==> src/bsd_pkg.sv <==
// Purpose: shared constants and types of the boundary-scan test block
// Assumes: one system clock; test pins are sampled, never used as clocks
// Notes: instruction codes and enable-cell positions are local choices
package bsd_pkg;

    // ==========================================================
    // clocking and reset sequence
    localparam int CLK_PERIOD_NS = 20;
    localparam int RESET_SEQ_CLOCKS = 128;
    localparam logic [7:0] RESET_SEQ_LAST = 8'h7F;

    // ==========================================================
    // instruction register
    localparam int IR_WIDTH = 4;
    localparam logic [3:0] IR_CAPTURE = 4'h1;
    localparam logic [3:0] INSTR_EXTEST = 4'h0;
    localparam logic [3:0] INSTR_SAMPLE = 4'h2;
    localparam logic [3:0] INSTR_HIGHZ = 4'h4;
    localparam logic [3:0] INSTR_DRIVE_CONTROL_SET = 4'h6;
    localparam logic [3:0] INSTR_BYPASS = 4'hF;

    // ==========================================================
    // boundary scan chain layout
    localparam int BSR_LEN = 184;
    localparam int BSR_LAST = 183;
    localparam int TS_OUT_FIRST = 2;
    localparam int PAIR_FIRST = 5;
    localparam int PAIR_LAST = 52;
    localparam int DATA_FIRST = 53;
    localparam int DATA_LAST = 73;
    localparam int GEN_CTL_BIT = 180;
    localparam int AB_CTL_BIT = 181;
    localparam int DB_CTL_BIT = 182;
    localparam int DRV_WIDTH = 3;

    typedef enum logic [1:0] {
        CELL_OUT_LATCH,
        CELL_IN_PIN,
        CELL_DIR_CTL
    } bsd_cell_type;

    typedef enum logic [3:0] {
        TEST_LOGIC_RESET, RUN_TEST_IDLE,
        SELECT_DR, CAPTURE_DR, SHIFT_DR, EXIT1_DR, PAUSE_DR, EXIT2_DR, UPDATE_DR,
        SELECT_IR, CAPTURE_IR, SHIFT_IR, EXIT1_IR, PAUSE_IR, EXIT2_IR, UPDATE_IR
    } bsd_tap_state_type;

    // pairs alternate output latch (odd) and input pin (even); cells above
    // the data lines default to output latches
    function automatic bsd_cell_type cell_kind(input int idx);
        if (idx == GEN_CTL_BIT || idx == AB_CTL_BIT || idx == DB_CTL_BIT) begin
            return CELL_DIR_CTL;
        end else if (idx >= PAIR_FIRST && idx <= PAIR_LAST && idx[0] == 1'b0) begin
            return CELL_IN_PIN;
        end else begin
            return CELL_OUT_LATCH;
        end
    endfunction

endpackage

==> src/bsd_top.sv <==
// Purpose: boundary-scan test logic: controller, bypass, boundary chain,
//          drive-control latches
// Assumes: test clock is far slower than i_clk; all test pins asynchronous
// Notes: test clock is sampled, so its edges show up four cycles late
`timescale 1ns/1ps
module bsd_top (
    input wire logic i_clk,
    input wire logic i_arst_n,
    input wire logic i_tck,
    input wire logic i_tms,
    input wire logic i_tdi,
    input wire logic i_trst_n,
    input wire logic i_reset_input_pin_n,
    input wire logic [2:0] i_interrupt_level_pins,
    input wire logic [183:0] i_out_latch,
    input wire logic [183:0] i_pin_level,
    output logic o_tdo,
    output logic o_tdo_oe_n,
    output logic o_test_owns_pins,
    output logic [183:0] o_bsr_drive,
    output logic o_gen_enable,
    output logic o_ab_enable,
    output logic o_db_enable,
    output logic [2:0] o_drive_control,
    output logic o_drive_set_ready,
    output logic o_bus_wait
);
    // ==========================================================
    // pin sampling
    logic tck_rise;
    logic tck_fall;
    logic tms;
    logic tdi;
    logic reset_pin_n;
    logic reset_pin_rise;
    logic [2:0] int_level;
    logic tap_rst_n;

    // only the edges of the test clock are used; its level stays open
    bsd_sync #(.WIDTH(1)) u_sync_tck (
        .i_clk(i_clk), .i_arst_n(i_arst_n), .i_pin(i_tck),
        .o_level(), .o_rise(tck_rise), .o_fall(tck_fall)
    );
    bsd_sync #(.WIDTH(2)) u_sync_tms_tdi (
        .i_clk(i_clk), .i_arst_n(i_arst_n), .i_pin({i_tms, i_tdi}),
        .o_level({tms, tdi}), .o_rise(), .o_fall()
    );
    // same three-stage lag on both, so the reload sees levels no older
    // than the reset negation that triggers it
    bsd_sync #(.WIDTH(1)) u_sync_reset_pin (
        .i_clk(i_clk), .i_arst_n(i_arst_n), .i_pin(i_reset_input_pin_n),
        .o_level(reset_pin_n), .o_rise(reset_pin_rise), .o_fall()
    );
    bsd_sync #(.WIDTH(3)) u_sync_int_level (
        .i_clk(i_clk), .i_arst_n(i_arst_n), .i_pin(i_interrupt_level_pins),
        .o_level(int_level), .o_rise(), .o_fall()
    );

    // test reset acts on the controller with no clock needed
    assign tap_rst_n = i_arst_n & i_trst_n;

    // ==========================================================
    // controller
    bsd_pkg::bsd_tap_state_type state;

    bsd_tap u_tap (
        .i_clk(i_clk), .i_rst_n(tap_rst_n), .i_tck_rise(tck_rise),
        .i_tms(tms), .o_state(state)
    );

    logic cap_dr;
    logic sh_dr;
    logic upd_dr;
    assign cap_dr = tck_rise && state == bsd_pkg::CAPTURE_DR;
    assign sh_dr = tck_rise && state == bsd_pkg::SHIFT_DR;
    assign upd_dr = tck_fall && state == bsd_pkg::UPDATE_DR;

    // ==========================================================
    // instruction register
    logic [3:0] ir_shift;
    logic [3:0] ir;

    always_ff @(posedge i_clk or negedge tap_rst_n) begin
        if (!tap_rst_n) begin
            ir_shift <= bsd_pkg::INSTR_BYPASS;
            ir <= bsd_pkg::INSTR_BYPASS;
        end else if (state == bsd_pkg::TEST_LOGIC_RESET) begin
            ir <= bsd_pkg::INSTR_BYPASS;
        end else if (tck_rise && state == bsd_pkg::CAPTURE_IR) begin
            ir_shift <= bsd_pkg::IR_CAPTURE;
        end else if (tck_rise && state == bsd_pkg::SHIFT_IR) begin
            ir_shift <= {tdi, ir_shift[3:1]};
        end else if (tck_fall && state == bsd_pkg::UPDATE_IR) begin
            ir <= ir_shift;
        end
    end

    // ==========================================================
    // bypass stage
    logic bypass;

    always_ff @(posedge i_clk or negedge tap_rst_n) begin
        if (!tap_rst_n) begin
            bypass <= 1'b0;
        end else if (ir == bsd_pkg::INSTR_BYPASS && cap_dr) begin
            bypass <= 1'b0;
        end else if (ir == bsd_pkg::INSTR_BYPASS && sh_dr) begin
            bypass <= tdi;
        end
    end

    // ==========================================================
    // boundary scan chain
    logic [183:0] bsr;
    logic bsr_sel;
    assign bsr_sel = ir == bsd_pkg::INSTR_EXTEST || ir == bsd_pkg::INSTR_SAMPLE;

    // capture picks the source by cell kind; bits 0..4, the pairs and the
    // data cells all fall out of the kind function
    always_ff @(posedge i_clk or negedge tap_rst_n) begin
        if (!tap_rst_n) begin
            bsr <= '0;
        end else if (bsr_sel && cap_dr) begin
            for (int i = 0; i < bsd_pkg::BSR_LEN; i++) begin
                unique case (bsd_pkg::cell_kind(i))
                    bsd_pkg::CELL_OUT_LATCH: bsr[i] <= i_out_latch[i];
                    bsd_pkg::CELL_IN_PIN: bsr[i] <= i_pin_level[i];
                    bsd_pkg::CELL_DIR_CTL: bsr[i] <= o_bsr_drive[i];
                endcase
            end
        end else if (bsr_sel && sh_dr) begin
            bsr <= {tdi, bsr[bsd_pkg::BSR_LAST:1]};
        end
    end

    // update stage loads from the chain under extest and sample alike; pad ownership is o_test_owns_pins
    always_ff @(posedge i_clk or negedge tap_rst_n) begin
        if (!tap_rst_n) begin
            o_bsr_drive <= '0;
        end else if (bsr_sel && upd_dr) begin
            o_bsr_drive <= bsr;
        end
    end

    always_ff @(posedge i_clk or negedge tap_rst_n) begin
        if (!tap_rst_n) begin
            o_test_owns_pins <= 1'b0;
            o_gen_enable <= 1'b0;
            o_ab_enable <= 1'b0;
            o_db_enable <= 1'b0;
        end else begin
            o_test_owns_pins <= ir == bsd_pkg::INSTR_EXTEST || ir == bsd_pkg::INSTR_HIGHZ;
            // highz keeps all enables off; extest uses the direction cells
            o_gen_enable <= ir == bsd_pkg::INSTR_EXTEST
                && o_bsr_drive[bsd_pkg::GEN_CTL_BIT];
            o_ab_enable <= ir == bsd_pkg::INSTR_EXTEST
                && o_bsr_drive[bsd_pkg::AB_CTL_BIT];
            o_db_enable <= ir == bsd_pkg::INSTR_EXTEST
                && o_bsr_drive[bsd_pkg::DB_CTL_BIT];
        end
    end

    // ==========================================================
    // drive-control latches
    logic [2:0] drv_shift;
    logic [7:0] seq_count;
    logic drv_upd;

    always_ff @(posedge i_clk or negedge tap_rst_n) begin
        if (!tap_rst_n) begin
            drv_shift <= '0;
        end else if (ir == bsd_pkg::INSTR_DRIVE_CONTROL_SET && cap_dr) begin
            drv_shift <= o_drive_control;
        end else if (ir == bsd_pkg::INSTR_DRIVE_CONTROL_SET && sh_dr) begin
            drv_shift <= {tdi, drv_shift[2:1]};
        end
    end

    // internal reset sequence counts system clocks after reset release
    always_ff @(posedge i_clk or negedge i_arst_n) begin
        if (!i_arst_n) begin
            seq_count <= '0;
            o_drive_set_ready <= 1'b0;
        end else if (!reset_pin_n || reset_pin_rise) begin
            seq_count <= '0;
            o_drive_set_ready <= 1'b0;
        end else if (!o_drive_set_ready) begin
            seq_count <= seq_count + 8'h01;
            o_drive_set_ready <= seq_count == bsd_pkg::RESET_SEQ_LAST;
        end
    end

    assign drv_upd = upd_dr && ir == bsd_pkg::INSTR_DRIVE_CONTROL_SET && o_drive_set_ready;

    // reset release reload wins, being the system's own configuration step
    always_ff @(posedge i_clk or negedge i_arst_n) begin
        if (!i_arst_n) begin
            o_drive_control <= '0;
        end else if (reset_pin_rise && !o_test_owns_pins) begin
            o_drive_control <= int_level;
        end else if (drv_upd) begin
            o_drive_control <= drv_shift;
        end
    end

    always_ff @(posedge i_clk or negedge i_arst_n) begin
        if (!i_arst_n) begin
            o_bus_wait <= 1'b0;
        end else begin
            o_bus_wait <= drv_upd;
        end
    end

    // ==========================================================
    // serial output on test-clock falling edges
    logic tdo_bit;
    always_comb begin
        tdo_bit = bypass;
        if (state == bsd_pkg::SHIFT_IR) begin
            tdo_bit = ir_shift[0];
        end else if (bsr_sel) begin
            tdo_bit = bsr[0];
        end else if (ir == bsd_pkg::INSTR_DRIVE_CONTROL_SET) begin
            tdo_bit = drv_shift[0];
        end
    end

    always_ff @(posedge i_clk or negedge tap_rst_n) begin
        if (!tap_rst_n) begin
            o_tdo <= 1'b0;
            o_tdo_oe_n <= 1'b1;
        end else if (tck_fall) begin
            o_tdo <= tdo_bit;
            o_tdo_oe_n <= !(state == bsd_pkg::SHIFT_DR || state == bsd_pkg::SHIFT_IR);
        end
    end
endmodule

==> src/bsd_sync.sv <==
// Purpose: three-stage pin synchroniser with agreement filter and edges
// Assumes: inputs are asynchronous to i_clk
// Notes: level changes only when stages two and three agree
`timescale 1ns/1ps
module bsd_sync #(
    parameter int WIDTH = 1
) (
    input wire logic i_clk,
    input wire logic i_arst_n,
    input wire logic [WIDTH-1:0] i_pin,
    output logic [WIDTH-1:0] o_level,
    output logic [WIDTH-1:0] o_rise,
    output logic [WIDTH-1:0] o_fall
);
    logic [WIDTH-1:0] stage1;
    logic [WIDTH-1:0] stage2;
    logic [WIDTH-1:0] stage3;

    always_ff @(posedge i_clk or negedge i_arst_n) begin
        if (!i_arst_n) begin
            stage1 <= '0;
            stage2 <= '0;
            stage3 <= '0;
        end else begin
            stage1 <= i_pin;
            stage2 <= stage1;
            stage3 <= stage2;
        end
    end

    always_ff @(posedge i_clk or negedge i_arst_n) begin
        if (!i_arst_n) begin
            o_level <= '0;
            o_rise <= '0;
            o_fall <= '0;
        end else begin
            for (int i = 0; i < WIDTH; i++) begin
                o_rise[i] <= 1'b0;
                o_fall[i] <= 1'b0;
                if (stage2[i] == stage3[i] && stage3[i] != o_level[i]) begin
                    o_level[i] <= stage3[i];
                    o_rise[i] <= stage3[i];
                    o_fall[i] <= ~stage3[i];
                end
            end
        end
    end
endmodule

==> src/bsd_tap.sv <==
// Purpose: sixteen-state test access port controller
// Assumes: i_tck_rise is a one-cycle pulse per test-clock rising edge
// Notes: i_rst_n carries the test reset and forces reset without edges
`timescale 1ns/1ps
module bsd_tap (
    input wire logic i_clk,
    input wire logic i_rst_n,
    input wire logic i_tck_rise,
    input wire logic i_tms,
    output bsd_pkg::bsd_tap_state_type o_state
);
    bsd_pkg::bsd_tap_state_type next_state;

    always_comb begin
        next_state = o_state;
        unique case (o_state)
            bsd_pkg::TEST_LOGIC_RESET: begin
                next_state = i_tms ? bsd_pkg::TEST_LOGIC_RESET : bsd_pkg::RUN_TEST_IDLE;
            end
            bsd_pkg::RUN_TEST_IDLE: next_state = i_tms ? bsd_pkg::SELECT_DR : o_state;
            bsd_pkg::SELECT_DR: next_state = i_tms ? bsd_pkg::SELECT_IR : bsd_pkg::CAPTURE_DR;
            bsd_pkg::CAPTURE_DR: next_state = i_tms ? bsd_pkg::EXIT1_DR : bsd_pkg::SHIFT_DR;
            bsd_pkg::SHIFT_DR: next_state = i_tms ? bsd_pkg::EXIT1_DR : o_state;
            bsd_pkg::EXIT1_DR: next_state = i_tms ? bsd_pkg::UPDATE_DR : bsd_pkg::PAUSE_DR;
            bsd_pkg::PAUSE_DR: next_state = i_tms ? bsd_pkg::EXIT2_DR : o_state;
            bsd_pkg::EXIT2_DR: next_state = i_tms ? bsd_pkg::UPDATE_DR : bsd_pkg::SHIFT_DR;
            bsd_pkg::UPDATE_DR: next_state = i_tms ? bsd_pkg::SELECT_DR : bsd_pkg::RUN_TEST_IDLE;
            bsd_pkg::SELECT_IR: begin
                next_state = i_tms ? bsd_pkg::TEST_LOGIC_RESET : bsd_pkg::CAPTURE_IR;
            end
            bsd_pkg::CAPTURE_IR: next_state = i_tms ? bsd_pkg::EXIT1_IR : bsd_pkg::SHIFT_IR;
            bsd_pkg::SHIFT_IR: next_state = i_tms ? bsd_pkg::EXIT1_IR : o_state;
            bsd_pkg::EXIT1_IR: next_state = i_tms ? bsd_pkg::UPDATE_IR : bsd_pkg::PAUSE_IR;
            bsd_pkg::PAUSE_IR: next_state = i_tms ? bsd_pkg::EXIT2_IR : o_state;
            bsd_pkg::EXIT2_IR: next_state = i_tms ? bsd_pkg::UPDATE_IR : bsd_pkg::SHIFT_IR;
            bsd_pkg::UPDATE_IR: next_state = i_tms ? bsd_pkg::SELECT_DR : bsd_pkg::RUN_TEST_IDLE;
        endcase
    end

    // mode select acts only on a test-clock rising edge
    always_ff @(posedge i_clk or negedge i_rst_n) begin
        if (!i_rst_n) begin
            o_state <= bsd_pkg::TEST_LOGIC_RESET;
        end else if (i_tck_rise) begin
            o_state <= next_state;
        end
    end
endmodule

==> config.mk <==
export PLATFORM = sky130hd
export DESIGN_NAME = bsd_top
export DESIGN_NICKNAME = d
export VERILOG_FILES = /design/src/bsd_pkg.sv /design/src/bsd_top.sv /design/src/bsd_sync.sv /design/src/bsd_tap.sv
export SDC_FILE = /design/constraint.sdc
export NUM_CORES = 1
export LEC_CHECK = 0
export BUFFER_PORTS_ARGS = -buffer_cell sky130_fd_sc_hd__buf_2
export CORE_MARGIN = 8
export CORE_UTILIZATION = 25
export DETAILED_ROUTE_END_ITERATION = 8
export HOLD_SLACK_MARGIN = 0.08
export PLACE_DENSITY = 0.48
export REMOVE_ABC_BUFFERS = 1
export SLEW_MARGIN = 20
export SYNTH_ARGS = -nofsm -noshare
export SYNTH_HDL_FRONTEND = slang
export SYNTH_SLANG_ARGS = --single-unit
==> constraint.sdc <==
create_clock -name i_clk -period 16.6 [get_ports i_clk]
set_clock_uncertainty 0.2 [all_clocks]
set_input_delay 1.66 -clock i_clk [delete_from_list [all_inputs] [get_ports i_clk]]
set_output_delay 1.66 -clock i_clk [all_outputs]
set_load 0.01 [all_outputs]
==> out/summary.txt <==
Met1 Use GR: 0.157
DIE HEIGHT: 291 um
Max clock buf depth: 3
Met3 Usage GRT: 0.0427
Share of the synthesized area in the top cell type: 0.562
Place WS: 11.50 ns
Power per cell area: 102 nW/um^2
Die W: 291 um
Count of cell types in the netlist: 50
Primary FF master, synth: dfrtp_1
Area occupied by multi-input gates: 7170 um^2
DRC: 0
Data required time of the critical path: 16.84 ns
Ranking of synthesized cells by area: dfrtp_1 56%, mux2_4 13%, mux2i_1 10%
Share of cells above drive strength 1: 0.371
Clock sink count: 434
Row cnt: 101
Ys Warns: 0
Clk slew on worst S/H paths: 0.06 ns
Die area: 84700 um^2
Min-Delay Endpoint: u_sync_tck.stage2
R2R Path Start: u_tap.o_state[3]
Tightest Pin Transition: 1.06 ns
Worst Setup End Kind: flop
Met2 GRT Util: 0.182
Initial antenna violation count: 14
Grt peak-use layer: met2
Crit path DAT: 4.58 ns
Sequential share of the synthesized area: 0.575
Fmax achieved: 230 MHz
Peak supply drop: 0.0667 mV
Tmin final: 4.34 ns
CP Max Fanout: 48
Max Slew Vio Count: 0
Quantity of gates resized following cts: 0
Final Cycle Share: 0.261
Grt ovf: 0
Area delta synth->final: 21.6%
RSZ-0062 raised after global routing: no
Final HPWL from detailed placement: 34.8 mm
R2R setup slack: 12.26 ns
Starting Density: 0.251
Final ANT Viol Nets: 0
Port Buf Inserts: 385
Hold WS: 0.146 ns
Vias per inst: 4.25
Setup TNS: 0 ns
All-Layer GR Usage: 0.118
Critical path class: reg -> reg
Worst r2r dst: o_bsr_drive[82]
Initial DRC Count: 478
DRT Pass-1 Iters: 4
GP Congestion: 0.764
Slew margin rel.: 0.294
Largest net degree at the start of global routing: 156
# H-tree levels: 2
I/O pin count: 573
Clock root buffer: clkbuf_16
Flops & latches, synth: 434
WHS Path Cells: 0
Synth Area per Inst: 13.2 um^2
Core Region: 75400 um^2
Hold_sp: u_sync_tck.stage1
Final WS setup: 12.26 ns
Global-route wire length before repair: 79.9 mm
Final Setup Violations: 0
Fraction of registers with async set/reset: 1.00
Post-CTS setup repair buffer count: 0
Worst-case reg-to-reg path depth: 5
CTS tree: done
Syn Std Cell Area: 18900 um^2
Cell taking the most area after synthesis: dfrtp_1
Vias in the first global route: 12700
Vias: 12000
Max cap viols: 0
DRT Wirelength: 51.3 mm
Routed length per instance: 18.2 um
CP Launch Type: flop
Hold Path Class: reg -> reg
Mapped Cells: 1434
Post-CTS Hold Buffers: 0
Final #Nets: 2171
Clk Latency, worst-skew pair: 0.57 ns
TritonCTS buffer count: 52
Leakage power: 13.0 nW
Status: finished clean
Layout filler cell count: 7666
Post-synth EDFFs: 0
Final Hold Vio Count: 0
FF+latch area: 10900 um^2
[cells in the final DEF (no fill, tap or decap), types with 5 or more instances in the layout]
| cell type | count |
|---|---|
| dfstp_2 | 9 |
| inv_1 | 5 |
| buf_4 | 12 |
| nand4_1 | 6 |
| maj3_1 | 6 |
| dfrtp_1 | 425 |
| buf_2 | 385 |
| diode_2 | 7 |
| nand3_1 | 6 |
| nor2b_1 | 7 |
| nor2_1 | 26 |
| nand2_1 | 207 |
| nand2b_1 | 5 |
| mux2i_1 | 192 |
| clkbuf_8 | 15 |
| o21ai_0 | 81 |
| o21ai_1 | 122 |
| clkbuf_1 | 16 |
| xnor2_1 | 6 |
| mux2_2 | 24 |
| a21oi_1 | 11 |
| clkinv_2 | 7 |
| mux2_4 | 160 |
| clkbuf_16 | 53 |
[cells in the mapped netlist (16+ instances only)]
| master | n |
|---|---|
| mux2_4 | 160 |
| mux2i_1 | 192 |
| mux2_2 | 24 |
| o21ai_0 | 81 |
| clkbuf_1 | 25 |
| dfrtp_1 | 425 |
| o21ai_1 | 122 |
| nand2_1 | 207 |
| buf_4 | 24 |
| buf_12 | 18 |
| nor2_1 | 26 |
| buf_6 | 16 |
[cells by family after synthesis]
group / Yosys count / synth area share
multiplexers: 376 / 0.243
buffers and inverters: 100 / 0.0472
AO/OA/AOI/OAI: 229 / 0.0635
AND/OR/NAND/NOR: 280 / 0.0643
flip-flops: 434 / 0.575
adder cells (fa/ha/maj): 7 / 0.00384
XOR/XNOR: 8 / 0.00370
[critical path: stages (launching register included)]
cell and delay, ns:
dfrtp_1 0.72, nor4b_4 0.33, and3_4 0.79, buf_4 0.81, buf_4 0.88, mux2_4 0.36
[layer usage]
metal | part of all wire | vias up
met5 | 0.0012 | -
met2 | 0.45 | 303
met3 | 0.078 | 67
li1 | - | 5713
met1 | 0.46 | 5887
met4 | 0.016 | 12
[worst max path at each step]
stage	from	end	slack, ns
finish	u_tap.o_state[3]	o_bsr_drive[82]	12.26
global route	i_arst_n	o_bsr_drive[74]	11.85
CTS	i_arst_n	o_bsr_drive[104]	12.15
detailed placement	i_arst_n	o_bsr_drive[76]	11.50
global placement	i_arst_n	o_bsr_drive[75]	11.58
floorplan	i_trst_n	bsr[0]	2.05
[where the power goes]
| part | internal, W | switching [W] | total, W |
|---|---|---|---|
| clock | 0.000652 | 0.000448 | 0.00110 |
| sequential | 0.00108 | 0.0000384 | 0.00112 |
| combinational | 0.0000609 | 0.0000768 | 0.000138 |
| total | 0.00179 | 0.000564 | 0.00236 |
[registers in the layout (all words and copies together) (netlist names), 3 cells and up]
register	flops
seq_count	8
u_sync_int_level.stage3	3
ir	4
o_drive_control	3
u_sync_int_level.o_level	3
ir_shift	4
bsr	184
u_tap.o_state	4
drv_shift	3
o_bsr_drive	184
u_sync_int_level.stage2	3
u_sync_int_level.stage1	3
[stage by stage]
| stage | std cells | power, W | util | instance area, um^2 |
|---|---|---|---|---|
| floorplan | 1339 | 0.00123 | - | 18000 |
| global placement | 2716 | 0.00127 | 0.283 | 21300 |
| detailed placement | 2716 | 0.00128 | 0.283 | 21300 |
| CTS | 2810 | 0.00241 | 0.305 | 23000 |
| global route | 2811 | 0.00247 | 0.305 | 23000 |
| finish | 2817 | 0.00236 | 0.305 | 23000 |
[layout make-up]
| cell class | instances | area share |
|---|---|---|
| multi-input combinational | 900 | 0.312 |
| antenna | 7 | 0.000761 |
| timing repair buffer | 399 | 0.0894 |
| clock buffer | 84 | 0.0692 |
| clock inverter | 10 | 0.00256 |
| tap | 978 | 0.0532 |
| sequential | 434 | 0.472 |
| inverter | 5 | 0.000815 |
(Power assumes the default switching activity.)
